==> src/hdl/cmp_mux_consts.svh <==
`ifndef CMP_MUX_CONSTS_SVH
`define CMP_MUX_CONSTS_SVH

// ----------------------------------------------------------------
// Register offsets
// ----------------------------------------------------------------
`define OFS_CONTROL_ONE   8'h01
`define OFS_STATUS_CTRL   8'h03
`define OFS_INPUT_SELECT  8'h05
`define OFS_IRQ_STATUS    8'h08
`define OFS_IRQ_CLEAR     8'h09
`define OFS_IRQ_ENABLE    8'h0A

// ----------------------------------------------------------------
// Field positions
// ----------------------------------------------------------------
`define BIT_PASS_THROUGH  7
`define BIT_SEL_RSVD      6
`define PLUS_SEL_HI       5
`define PLUS_SEL_LO       3
`define MINUS_SEL_HI      2
`define MINUS_SEL_LO      0
`define BIT_CMP_ENABLE    0
`define BIT_POL_FLIP      4
`define BIT_RISE_IEN      4
`define BIT_FALL_IEN      3
`define BIT_RISE_FLAG     2
`define BIT_FALL_FLAG     1
`define BIT_RESULT        0
`define BIT_EV_RISE       0
`define BIT_EV_FALL       1
`define BIT_EV_SHUT       2

// ----------------------------------------------------------------
// Reset values
// ----------------------------------------------------------------
`define RST_INPUT_SELECT  8'h00
`define RST_CONTROL_ONE   8'h00
`define RST_IRQ_ENABLE    3'h0

`endif

==> src/hdl/cmp_mux_pkg.sv <==
package cmp_mux_pkg;
    typedef logic [2:0] source_sel_t;
    typedef logic [7:0] reg_byte_t;
endpackage

==> src/hdl/level_sync.sv <==
`timescale 1ns/1ps
`default_nettype none
// ----------------------------------------------------------------
// Two-flop synchroniser
// ----------------------------------------------------------------
module level_sync #(
    parameter int STAGES = 2
) (
    // Clock and reset
    input  wire logic clock_i,
    input  wire logic reset_i,
    // Data
    input  wire logic async_i,
    output logic      sync_o
);
    logic [STAGES-1:0] chain_ff;

    // Fewer than two flops would let a metastable level reach the logic
    if (STAGES < 2) begin : g_stage_check
        $error("level_sync needs at least two stages");
    end

    // First stage is read only by the second
    always_ff @(posedge clock_i) begin
        if (reset_i) begin
            chain_ff <= '0;
        end else begin
            chain_ff <= {chain_ff[STAGES-2:0], async_i};
        end
    end

    assign sync_o = chain_ff[STAGES-1];
endmodule
`default_nettype wire

==> src/hdl/comparator_mux_and_edge_flags.sv <==
`timescale 1ns/1ps
`default_nettype none
`include "cmp_mux_consts.svh"

// Behaviour
// - Bit 7 of input select enables multiplexer pass-through mode.
// - Bit 6 of input select always reads zero; writes ignored.
// - Bits 5..3 choose plus input 0..7.
// - Bits 2..0 choose minus input 0..7.
// - Equal plus and minus selects shut the comparator down.
// - Raw result high when plus exceeds minus, low otherwise.
// - Polarity flip inverts result before edge detection and readback.
// - Falling edge sets fall flag; rising edge sets rise flag.
// - Rise and fall enables choose which flags raise interrupts.
// - Software reads current compare result through read-only status bit.
// - Edge flags clear only on writing one; zero leaves them.
// - Disabled comparator reads back the polarity flip bit; writes ignored.
// - Interrupt asserts while an enabled edge flag is set.
module comparator_mux_and_edge_flags
    import cmp_mux_pkg::*;
(
    // Clock and reset
    input  wire logic       clock_i,
    input  wire logic       reset_i,
    // Register port
    input  wire logic [7:0] addr_i,
    input  wire logic [7:0] wdata_i,
    input  wire logic       wr_i,
    input  wire logic       rd_i,
    output logic      [7:0] rdata_o,
    // Analog core
    input  wire logic       compare_result_i,
    output logic      [2:0] plus_side_pin_o,
    output logic      [2:0] minus_side_pin_o,
    output logic            comparator_power_o,
    output logic            pass_through_enable_o,
    // Interrupts
    output logic            edge_irq_o,
    output logic            event_irq_o
);

    // ------------------------------------------------------------
    // Decode helpers
    // ------------------------------------------------------------
    function automatic logic hit(input logic [7:0] a, input logic [7:0] ofs);
        hit = (a == ofs);
    endfunction

    // ------------------------------------------------------------
    // Configuration registers
    // ------------------------------------------------------------
    logic        pass_through_enable_ff;
    source_sel_t plus_sel_ff;
    source_sel_t minus_sel_ff;
    logic        cmp_enable_ff;
    logic        output_polarity_flip_ff;
    logic        rise_irq_enable_ff;
    logic        fall_irq_enable_ff;
    logic        same_source;
    logic        cmp_active;

    // Input select register; bit 6 has no storage
    always_ff @(posedge clock_i) begin
        if (reset_i) begin
            pass_through_enable_ff <= 1'(`RST_INPUT_SELECT >> `BIT_PASS_THROUGH);
            plus_sel_ff            <= 3'h0;
            minus_sel_ff           <= 3'h0;
        end else if (wr_i && hit(addr_i, `OFS_INPUT_SELECT)) begin
            pass_through_enable_ff <= wdata_i[`BIT_PASS_THROUGH];
            plus_sel_ff            <= wdata_i[`PLUS_SEL_HI:`PLUS_SEL_LO];
            minus_sel_ff           <= wdata_i[`MINUS_SEL_HI:`MINUS_SEL_LO];
        end
    end

    // Control register one: enable and polarity
    always_ff @(posedge clock_i) begin
        if (reset_i) begin
            cmp_enable_ff           <= 1'b0;
            output_polarity_flip_ff <= 1'b0;
        end else if (wr_i && hit(addr_i, `OFS_CONTROL_ONE)) begin
            cmp_enable_ff           <= wdata_i[`BIT_CMP_ENABLE];
            output_polarity_flip_ff <= wdata_i[`BIT_POL_FLIP];
        end
    end

    // Edge interrupt enables in the status/control register
    always_ff @(posedge clock_i) begin
        if (reset_i) begin
            rise_irq_enable_ff <= 1'b0;
            fall_irq_enable_ff <= 1'b0;
        end else if (wr_i && hit(addr_i, `OFS_STATUS_CTRL)) begin
            rise_irq_enable_ff <= wdata_i[`BIT_RISE_IEN];
            fall_irq_enable_ff <= wdata_i[`BIT_FALL_IEN];
        end
    end

    // Identical inputs would turn the comparator into a noise source
    assign same_source = (plus_sel_ff == minus_sel_ff);
    assign cmp_active  = cmp_enable_ff && !same_source;

    // ------------------------------------------------------------
    // Analog-side outputs, all registered
    // ------------------------------------------------------------
    logic [2:0] plus_pin_ff;
    logic [2:0] minus_pin_ff;
    logic       power_ff;
    logic       pass_ff;

    // Mux selects follow the register one cycle later
    always_ff @(posedge clock_i) begin
        if (reset_i) begin
            plus_pin_ff  <= 3'h0;
            minus_pin_ff <= 3'h0;
            power_ff     <= 1'b0;
            pass_ff      <= 1'b0;
        end else begin
            plus_pin_ff  <= plus_sel_ff;
            minus_pin_ff <= minus_sel_ff;
            power_ff     <= cmp_active;
            pass_ff      <= pass_through_enable_ff;
        end
    end

    assign plus_side_pin_o       = plus_pin_ff;
    assign minus_side_pin_o      = minus_pin_ff;
    assign comparator_power_o    = power_ff;
    assign pass_through_enable_o = pass_ff;

    // ------------------------------------------------------------
    // Result path
    // ------------------------------------------------------------
    logic raw_sync;
    logic result_now;
    logic result_prev_ff;
    logic active_prev_ff;
    logic rise_ev;
    logic fall_ev;

    // Analog result is asynchronous to the bus clock
    level_sync #(
        .STAGES (2)
    ) u_result_sync (
        .clock_i (clock_i),
        .reset_i (reset_i),
        .async_i (compare_result_i),
        .sync_o  (raw_sync)
    );

    // Disabled core reads as the polarity bit
    assign result_now = cmp_active ? (raw_sync ^ output_polarity_flip_ff)
                                   : output_polarity_flip_ff;

    // Previous value for edge compare
    always_ff @(posedge clock_i) begin
        if (reset_i) begin
            result_prev_ff <= 1'b0;
            active_prev_ff <= 1'b0;
        end else begin
            result_prev_ff <= result_now;
            active_prev_ff <= cmp_active;
        end
    end

    // Edges only count while running and not in the first cycle after enable
    assign rise_ev = cmp_active && active_prev_ff && result_now && !result_prev_ff;
    assign fall_ev = cmp_active && active_prev_ff && !result_now && result_prev_ff;

    // ------------------------------------------------------------
    // Edge flags, write one to clear, set wins
    // ------------------------------------------------------------
    logic rise_flag_ff;
    logic fall_flag_ff;
    logic sc_wr;

    assign sc_wr = wr_i && hit(addr_i, `OFS_STATUS_CTRL);

    always_ff @(posedge clock_i) begin
        if (reset_i) begin
            rise_flag_ff <= 1'b0;
            fall_flag_ff <= 1'b0;
        end else begin
            if (rise_ev) begin
                rise_flag_ff <= 1'b1;
            end else if (sc_wr && wdata_i[`BIT_RISE_FLAG]) begin
                rise_flag_ff <= 1'b0;
            end
            if (fall_ev) begin
                fall_flag_ff <= 1'b1;
            end else if (sc_wr && wdata_i[`BIT_FALL_FLAG]) begin
                fall_flag_ff <= 1'b0;
            end
        end
    end

    // Edge interrupt line, registered
    logic edge_irq_ff;

    always_ff @(posedge clock_i) begin
        if (reset_i) begin
            edge_irq_ff <= 1'b0;
        end else begin
            edge_irq_ff <= (rise_flag_ff && rise_irq_enable_ff) ||
                           (fall_flag_ff && fall_irq_enable_ff);
        end
    end

    assign edge_irq_o = edge_irq_ff;

    // ------------------------------------------------------------
    // Sticky event status, clear and enable registers
    // ------------------------------------------------------------
    logic [2:0] ev_status_ff;
    logic [2:0] ev_enable_ff;
    logic [2:0] ev_set;
    logic [2:0] ev_clr;
    logic       shut_prev_ff;
    logic       event_irq_ff;

    // Shutdown event marks entry into the identical-input state
    always_ff @(posedge clock_i) begin
        if (reset_i) begin
            shut_prev_ff <= 1'b0;
        end else begin
            shut_prev_ff <= same_source;
        end
    end

    assign ev_set = {same_source && !shut_prev_ff, fall_ev, rise_ev};
    assign ev_clr = (wr_i && hit(addr_i, `OFS_IRQ_CLEAR)) ? wdata_i[2:0] : 3'h0;

    // One status bit per event, set beats clear
    genvar gi;
    generate
        for (gi = 0; gi < 3; gi++) begin : g_ev
            always_ff @(posedge clock_i) begin
                if (reset_i) begin
                    ev_status_ff[gi] <= 1'b0;
                end else if (ev_set[gi]) begin
                    ev_status_ff[gi] <= 1'b1;
                end else if (ev_clr[gi]) begin
                    ev_status_ff[gi] <= 1'b0;
                end
            end
        end
    endgenerate

    always_ff @(posedge clock_i) begin
        if (reset_i) begin
            ev_enable_ff <= `RST_IRQ_ENABLE;
        end else if (wr_i && hit(addr_i, `OFS_IRQ_ENABLE)) begin
            ev_enable_ff <= wdata_i[2:0];
        end
    end

    always_ff @(posedge clock_i) begin
        if (reset_i) begin
            event_irq_ff <= 1'b0;
        end else begin
            event_irq_ff <= |(ev_status_ff & ev_enable_ff);
        end
    end

    assign event_irq_o = event_irq_ff;

    // ------------------------------------------------------------
    // Read data, valid the cycle after the strobe
    // ------------------------------------------------------------
    reg_byte_t rdata_ff;
    reg_byte_t nxt_rdata;

    always_comb begin
        nxt_rdata = 8'h00;
        if (rd_i) begin
            if (hit(addr_i, `OFS_INPUT_SELECT)) begin
                nxt_rdata = {pass_through_enable_ff, 1'b0, plus_sel_ff, minus_sel_ff};
            end else if (hit(addr_i, `OFS_CONTROL_ONE)) begin
                nxt_rdata[`BIT_CMP_ENABLE] = cmp_enable_ff;
                nxt_rdata[`BIT_POL_FLIP]   = output_polarity_flip_ff;
            end else if (hit(addr_i, `OFS_STATUS_CTRL)) begin
                nxt_rdata[`BIT_RISE_IEN]  = rise_irq_enable_ff;
                nxt_rdata[`BIT_FALL_IEN]  = fall_irq_enable_ff;
                nxt_rdata[`BIT_RISE_FLAG] = rise_flag_ff;
                nxt_rdata[`BIT_FALL_FLAG] = fall_flag_ff;
                nxt_rdata[`BIT_RESULT]    = result_now;
            end else if (hit(addr_i, `OFS_IRQ_STATUS)) begin
                nxt_rdata[2:0] = ev_status_ff;
            end else if (hit(addr_i, `OFS_IRQ_ENABLE)) begin
                nxt_rdata[2:0] = ev_enable_ff;
            end
        end
    end

    // Unmapped and write-only addresses read as zero
    always_ff @(posedge clock_i) begin
        if (reset_i) begin
            rdata_ff <= 8'h00;
        end else begin
            rdata_ff <= nxt_rdata;
        end
    end

    assign rdata_o = rdata_ff;

    // ------------------------------------------------------------
    // Assertions
    // ------------------------------------------------------------
    a_rsvd_bit_zero: assert property (@(posedge clock_i) disable iff (reset_i)
        $past(rd_i) && $past(addr_i) == `OFS_INPUT_SELECT |-> rdata_o[6] == 1'b0)
        else $error("reserved select bit read nonzero");

    a_pass_follow: assert property (@(posedge clock_i) disable iff (reset_i)
        wr_i && addr_i == `OFS_INPUT_SELECT |-> ##2 pass_through_enable_o == $past(wdata_i[7], 2))
        else $error("pass-through output did not follow write");

    a_plus_select: assert property (@(posedge clock_i) disable iff (reset_i)
        wr_i && addr_i == `OFS_INPUT_SELECT |-> ##2 plus_side_pin_o == $past(wdata_i[5:3], 2))
        else $error("plus select wrong");

    a_minus_select: assert property (@(posedge clock_i) disable iff (reset_i)
        wr_i && addr_i == `OFS_INPUT_SELECT |-> ##2 minus_side_pin_o == $past(wdata_i[2:0], 2))
        else $error("minus select wrong");

    a_same_shut: assert property (@(posedge clock_i) disable iff (reset_i)
        plus_sel_ff == minus_sel_ff |=> !comparator_power_o)
        else $error("comparator powered with identical inputs");

    a_readback_off: assert property (@(posedge clock_i) disable iff (reset_i)
        rd_i && addr_i == `OFS_STATUS_CTRL && !cmp_active
        |=> rdata_o[0] == $past(output_polarity_flip_ff))
        else $error("disabled readback not polarity bit");

    a_rise_sets: assert property (@(posedge clock_i) disable iff (reset_i)
        cmp_active && $past(cmp_active) && $rose(result_now) |=> rise_flag_ff)
        else $error("rising edge did not set flag");

    a_fall_sets: assert property (@(posedge clock_i) disable iff (reset_i)
        cmp_active && $past(cmp_active) && $fell(result_now) |=> fall_flag_ff)
        else $error("falling edge did not set flag");

    a_flag_hold: assert property (@(posedge clock_i) disable iff (reset_i)
        rise_flag_ff && !(sc_wr && wdata_i[2]) |=> rise_flag_ff)
        else $error("rise flag lost without clear");

    a_irq_level: assert property (@(posedge clock_i) disable iff (reset_i)
        ((rise_flag_ff && rise_irq_enable_ff) || (fall_flag_ff && fall_irq_enable_ff))
        |=> edge_irq_o)
        else $error("edge interrupt not raised");

endmodule
`default_nettype wire

==> config.mk <==
export PLATFORM = sky130hd
export DESIGN_NAME = comparator_mux_and_edge_flags
export DESIGN_NICKNAME = d
export VERILOG_FILES = /design/src/hdl/cmp_mux_pkg.sv /design/src/hdl/level_sync.sv /design/src/hdl/comparator_mux_and_edge_flags.sv
export VERILOG_INCLUDE_DIRS = /design/src /design/src/hdl
export SDC_FILE = /design/constraint.sdc
export NUM_CORES = 1
export LEC_CHECK = 0
export ABC_CLOCK_PERIOD_IN_PS = 5250
export BUFFER_PORTS_ARGS = -buffer_cell sky130_fd_sc_hd__buf_2
export CAP_MARGIN = 20
export CORE_ASPECT_RATIO = 0.7
export CORE_MARGIN = 8
export CORE_UTILIZATION = 45
export DETAILED_ROUTE_END_ITERATION = 8
export GPL_ROUTABILITY_DRIVEN = 0
export PLACE_DENSITY = 0.69
export SYNTH_ARGS = -nofsm -noshare
export SYNTH_HDL_FRONTEND = slang
export SYNTH_SLANG_ARGS = --single-unit
==> constraint.sdc <==
create_clock -name clock_i -period 5.25 [get_ports clock_i]
set_input_delay 1.05 -clock clock_i [delete_from_list [all_inputs] [get_ports clock_i]]
set_output_delay 1.05 -clock clock_i [all_outputs]
set_load 0.03 [all_outputs]
==> summary.md, run 1 <==
| Metric | Value |
|---|---|
| Max Root-Sink Buffers | `2` |
| Drt wl/cell | `14.7 µm` |
| Worst Hold Class | `flip-flop to flip-flop` |
| Final Slew Violations | `0` |
| Die width | `88.0 µm` |
| Insertion delay to the later sink of the worst-skew pair | `0.29 ns` |
| CTS Buf Count | `5` |
| DR pass1 iterations | `4` |
| Cts repair resizes | `0` |
| Grt ovf | `0` |
| Fmax achieved | `380 MHz` |
| Reg-to-Reg End | `rise_flag_ff` |
| Worst R2R Setup Slack | `3.78 ns` |
| Sequential power share | `57.3%` |
| Avg Cell Area, Syn | `9.50 µm²` |
| Relative slew slack | `51.9%` |
| Yosys top cell area share | `49.0%` |
| Synth async-reset ratio | `0%` |
| Worst setup EP type | `flip-flop` |
| Hold EP | `u_result_sync.chain_ff[1]` |
| Sequential fraction of the synthesis area | `49.0%` |
| Initial antenna violation count | `0` |
| Clk root buf | `clkbuf_8` |
| Number of global-route vias before repair | `1305` |
| Max Cap Violations | `0` |
| Worst reg2reg path depth | `4` |
| Fin crit period | `2.63 ns` |
| Clock share of power | `36.8%` |
| VDD IR-drop max | `0.133 mV` |
| First-pass GRT wire length | `6290 µm` |
| Logic pwr share | `5.9%` |
| CP Data Required Time | `5.43 ns` |
| Vias per std cell | `5.24` |
| Synth unique cells | `38` |
| Pint | `411 µW` |
| Yosys warns | `0` |
| Wirelength, routed | `3820 µm` |
| Launching element type of the critical path | `input pin` |
| Total Negative Setup Slacks | `0 ns` |
| Die Y | `66.4 µm` |
| Net Switching | `124 µW` |
| Cell taking the most area after synthesis | `dfxtp_1` |
| CTS tree | `done` |
| Critical path type | `input pin to flip-flop` |
| Worst slew pin tran | `0.717 ns` |
| Io pins | `39` |
| RSZ-0062 raised after global routing | `no` |
| Synth top area cells | `dfxtp_1, mux2i_1, nor2_1` |
| Setup Buffers After CTS | `0` |
| Final ANT Viol Nets | `0` |
| Starting DRT DRC Count | `98` |
| Final #Nets | `229` |
| Status | `complete, no violations` |
| Filler cell count | `338` |
| Largest net degree at the start of global routing | `33` |
| Crit path max fanout | `11` |
| Core area | `3490 µm²` |
| Final setup violation count | `0` |
| Ys flop type | `dfxtp_1` |
| WP data arrival | `2.82 ns` |
| Leak | `0.000735 µW` |
| Num rows | `18` |
| DP Cell Count | `250` |
| Buffers on Ports | `36` |
| Final cell count without fillers | `259` |
| Pwr Density | `279 nW/µm²` |
| Pre-CTS setup slack | `2.08 ns` |
| Clock transition at the registers of the reported paths | `0.07 ns` |
| R2r startpoint | `plus_sel_ff[0]` |
| Final Hold Viols | `0` |
| Via count | `1357` |
| Hold path depth | `1` |
| Die ar. | `5850 µm²` |
| Synthesized area | `1630 µm²` |
| Clock Sinks | `40` |
| Number of synthesized flops with an enable pin | `0` |
| Tcrit/Tclk final | `50.1%` |
| Clock Skew | `0.00532 ns` |
| CTS H-tree lvls | `2` |
| DP Wirelength | `2930 µm` |
| Setup WS post-layout | `2.62 ns` |
| Post-Syn Instances | `172` |
| Antenna cells | `0` |
| Layout area overhead | `17.3%` |
| # hold bufs at CTS | `0` |
| Seq cells post-synth | `40` |
| Layout cell share with drive strength beyond 1 | `23.4%` |
| Worst Hold Launch | `u_result_sync.chain_ff[0]` |
| Sw frac | `23.2%` |
| Initial cell density of the core | `46.8%` |
| Tot GR Track Use | `14.0%` |
| DRC errors left | `0` |
| Mapped Nets | `193` |
cell usage after synthesis (all sizes together) (2+ instances only):
cell	number
a2111o	2
clkbuf	3
nor3	4
o21ai	2
nor3b	2
a2111oi	2
a31o	4
xnor2	5
nand2	15
and3	3
mux2i	12
dfxtp	40
nand3	4
buf	5
nand2b	3
nor4	6
and3b	2
a21oi	6
a22oi	2
nand3b	2
nor2b	10
nor2	22
inv	4
through the flow:
step	utilization [%]	hold slack (ns)	instance area [µm²]	total power [µW]
after CTS	54.8	0.448	1910	538
final	54.9	0.445	1920	535
after floorplan	-	0.414	1630	332
after detailed placement	52.3	0.429	1830	345
after global placement	52.3	0.428	1830	344
after global routing	54.9	0.471	1920	557
routing by layer:
metal	up-vias	wire length [µm]	track usage, %
li1	676	-	-
met1	629	1720	18.0
met2	46	1700	20.8
met3	6	353	5.96
met4	0	40	4.40
met5	-	0	0
state kept, by name (all words and copies together) (netlist names):
name and count:
pass_through_enable_o 1, pass_through_enable_ff 1, ev_enable_ff 3, plus_sel_ff 3, rdata_o 7, fall_flag_ff 1, cmp_enable_ff 1, minus_sel_ff 3
shut_prev_ff 1, ev_status_ff 3, u_result_sync.chain_ff 2, event_irq_o 1, rise_flag_ff 1, rise_irq_enable_ff 1, active_prev_ff 1, plus_side_pin_o 3
fall_irq_enable_ff 1, output_polarity_flip_ff 1, edge_irq_o 1, minus_side_pin_o 3, result_prev_ff 1
how the worst max path moves through the flow:
stage | from | to | cells after the start
2_1_floorplan | addr_i[5] | fall_flag_ff | 5
3_3_place_gp | addr_i[5] | rdata_o[4] | 4
3_5_place_dp | addr_i[5] | rdata_o[4] | 4
4_1_cts | addr_i[5] | rdata_o[4] | 4
5_1_grt | addr_i[5] | fall_flag_ff | 5
6_report | addr_i[5] | fall_flag_ff | 5
critical path, stage by stage:
cell	delay, ns
buf_2	0.10
or4_4	0.62
nor3_1	0.63
nand3_1	0.15
a31o_2	0.26
cells by family (layout without fill, tap and decap cells):
group / Yosys count / in the layout / share of synthesized area, %
and+or+nand+nor: 77 / 77 / 25.2
xor gates and xnor gates: 5 / 5 / 2.68
muxes: 12 / 12 / 7.35
DFF: 40 / 40 / 49.0
AOI/OAI and AO/OA: 25 / 25 / 11.6
other: 1 / 1 / 0.229
buffers and inverters: 12 / 49 / 3.98
cell type report:
| cell class | instances | area (µm²) | area share (%) |
|---|---|---|---|
| clock buffers | 7 | 76.3 | 3.98 |
| clock inverters | 1 | 8.76 | 0.457 |
| inverters | 4 | 15.0 | 0.783 |
| multi-input cells | 120 | 768 | 40.1 |
| flip-flops and latches | 40 | 801 | 41.8 |
| well taps | 50 | 62.6 | 3.26 |
| repair buffers | 37 | 185 | 9.66 |
layout by cell type (no fill, tap or decap):
master,n
mux2i_1,12
a22oi_1,2
clkbuf_2,1
clkbuf_1,2
and2_1,1
a2111o_1,2
clkinv_4,1
a21oi_1,6
a32o_1,1
a211oi_1,1
or4_4,1
nor4b_1,1
a31oi_1,1
nor2b_1,10
xnor2_1,5
nand2b_1,3
nor3_1,4
nor4_1,5
nand4_1,1
buf_2,36
nor3b_1,2
clkbuf_8,5
a222oi_1,1
inv_1,4
nor4_4,1
a311oi_1,1
nand3_1,4
o21ai_0,2
a2bb2oi_1,1
a21o_1,1
a31o_2,4
nor2_1,22
nand2_1,15
and3b_1,2
dfxtp_1,40
a2111oi_0,2
and3_1,3
nand3b_1,2
conb_1,1
power groups by stage:
stage                     clock [µW]  combinational [µW]  sequential [µW]
after global routing             216                35.2              307
after CTS                        199                31.7              307
after global placement             0                30.7              313
final                            197                31.8              307
after detailed placement           0                31.6              314
after floorplan                    0                19.1              313
Power figures use the tool's default switching activity.
==> run 2: changes to the inputs <==
- ABC_CLOCK_PERIOD_IN_PS: 5250 -> 2100
- PLACE_DENSITY: 0.69 -> 0.72
- clock period: 5.25 -> 2.1 ns (I/O delays scaled with it)
==> summary.md, run 2 (synthesis gave the netlist of run 1 again) <==
| Metric | Value |
|---|---|
| Cts repair resizes | `0 (unchanged)` |
| Io pins | `39 (unchanged)` |
| Setup Buffers After CTS | `0 (unchanged)` |
| Grt ovf | `0 (unchanged)` |
| Tcrit/Tclk final | `83.2%` |
| Pwr Density | `700 nW/µm² (+150%)` |
| Num rows | `18 (unchanged)` |
| Tot GR Track Use | `13.7% (-0.30 points)` |
| Worst Hold Launch | `compare_result_i` |
| Hold EP | `u_result_sync.chain_ff[0]` |
| Layout cell share with drive strength beyond 1 | `26.5% (+3.1 points)` |
| Die ar. | `5850 µm² (unchanged)` |
| Fin crit period | `1.75 ns` |
| Status | `complete, no violations` |
| Buffers on Ports | `36 (unchanged)` |
| Launching element type of the critical path | `input pin` |
| WP data arrival | `1.93 ns (-0.89 ns)` |
| Total Negative Setup Slacks | `0 ns (unchanged)` |
| Initial cell density of the core | `46.8% (unchanged)` |
| Initial antenna violation count | `0 (unchanged)` |
| Setup WS post-layout | `0.352 ns (-2.27 ns)` |
| Worst R2R Setup Slack | `0.70 ns (-3.08 ns)` |
| Starting DRT DRC Count | `192 (+96%)` |
| DP Cell Count | `258 (+3.2%)` |
| CTS Buf Count | `5 (unchanged)` |
| Critical path type | `input pin to flip-flop` |
| Leading cell type in the layout, fill and taps excluded | `dfxtp_1` |
| Clock transition at the registers of the reported paths | `0.07 ns (about the same)` |
| Layout area overhead | `21.4%` |
| DP Wirelength | `2880 µm (-1.7%)` |
| Clock Skew | `0.00820 ns (+0.00288 ns)` |
| Worst setup EP type | `flip-flop` |
| Antenna cells | `0 (unchanged)` |
| Reg-to-Reg End | `fall_flag_ff` |
| Final Hold Viols | `0 (unchanged)` |
| Clock Sinks | `40 (unchanged)` |
| Drt wl/cell | `14.2 µm (-3.5%)` |
| Wirelength, routed | `3770 µm (-1.3%)` |
| Worst reg2reg path depth | `4 (unchanged)` |
| Fmax achieved | `572 MHz` |
| Die width | `88.0 µm (unchanged)` |
| Clk root buf | `clkbuf_8` |
| Die Y | `66.4 µm (unchanged)` |
| # hold bufs at CTS | `0 (unchanged)` |
| Most frequent cells in the layout | `dfxtp_1, buf_2, nor2_1` |
| Vias per std cell | `5.24 (about the same)` |
| Final Slew Violations | `0 (unchanged)` |
| Largest net degree at the start of global routing | `32 (-3.0%)` |
| Final ANT Viol Nets | `0 (unchanged)` |
| Worst Hold Class | `input pin to flip-flop` |
| CP Data Required Time | `2.28 ns (-3.15 ns)` |
| First-pass GRT wire length | `5930 µm (-5.7%)` |
| Number of global-route vias before repair | `1205 (-7.7%)` |
| R2r startpoint | `plus_sel_ff[0]` |
| Final cell count without fillers | `265 (+2.3%)` |
| Final setup violation count | `0 (unchanged)` |
| Crit path max fanout | `8 (-3)` |
| DR pass1 iterations | `4 (unchanged)` |
| Max Root-Sink Buffers | `2 (unchanged)` |
| Insertion delay to the later sink of the worst-skew pair | `0.29 ns (about the same)` |
| Via count | `1388 (+2.3%)` |
| VDD IR-drop max | `0.303 mV (+130%)` |
| Max Cap Violations | `0 (unchanged)` |
| CTS H-tree lvls | `2 (unchanged)` |
| Max reg flops | `7 (unchanged)` |
| Pre-CTS setup slack | `0.0834 ns (-1.99 ns)` |
| CTS tree | `done` |
| RSZ-0062 raised after global routing | `no` |
| Leak | `0.000780 µW (+6.1%)` |
| Core area | `3490 µm² (unchanged)` |
| DRC errors left | `0 (unchanged)` |
| Hold path depth | `2 (+1)` |
| Final #Nets | `236 (+3.1%)` |
[run 2: power breakdown]
part           switching, µW  internal [µW]
clock network            247            292
registers               3.28            763
logic                   52.6           30.3
[run 2: critical path, cell delays in order]
cell and delay, ns:
buf_2 0.10, or4_4 0.60, nor4_1 0.33, buf_4 0.18, nand2_1 0.05, a32o_1 0.24
[run 2: layer usage]
| metal | vias to the layer above | global-route usage, % | share of wire, % |
|---|---|---|---|
| li1 | 689 | - | - |
| met1 | 643 | 18.9 | 49 |
| met2 | 50 | 17.5 | 40 |
| met3 | 6 | 6.08 | 9.4 |
| met4 | 0 | 6.29 | 1.2 |
| met5 | - | 0 | 0 |
[run 2: how the worst max path moves through the flow]
stage | end | cells after the start | start
after floorplan | fall_flag_ff | 5 | addr_i[5]
after global placement | ev_status_ff[2] | 6 | addr_i[5]
after detailed placement | ev_status_ff[2] | 6 | addr_i[5]
after CTS | ev_status_ff[2] | 6 | addr_i[5]
after global routing | ev_status_ff[2] | 6 | addr_i[5]
final | ev_status_ff[2] | 6 | addr_i[5]
[run 2: area by class of cell]
type	count	area, µm²
Sequential cell	40	801
Fill cell	319	1510
Multi-Input combinational cell	120	768
Timing Repair Buffer	44	240
Tap cell	50	62.6
Clock buffer	7	96.3
Inverter	4	15.0
[run 2: metrics by stage]
step / hold WS, ns / cell area (µm²) / total power (µW) / util, %
6_report: 0.339 / 1980 / 1390 / 56.8
5_1_grt: 0.353 / 1980 / 1460 / 56.8
4_1_cts: 0.326 / 1980 / 1410 / 56.8
3_5_place_dp: 0.427 / 1890 / 866 / 54.1
3_3_place_gp: 0.423 / 1890 / 865 / 54.1
2_1_floorplan: 0.414 / 1630 / 831 / -
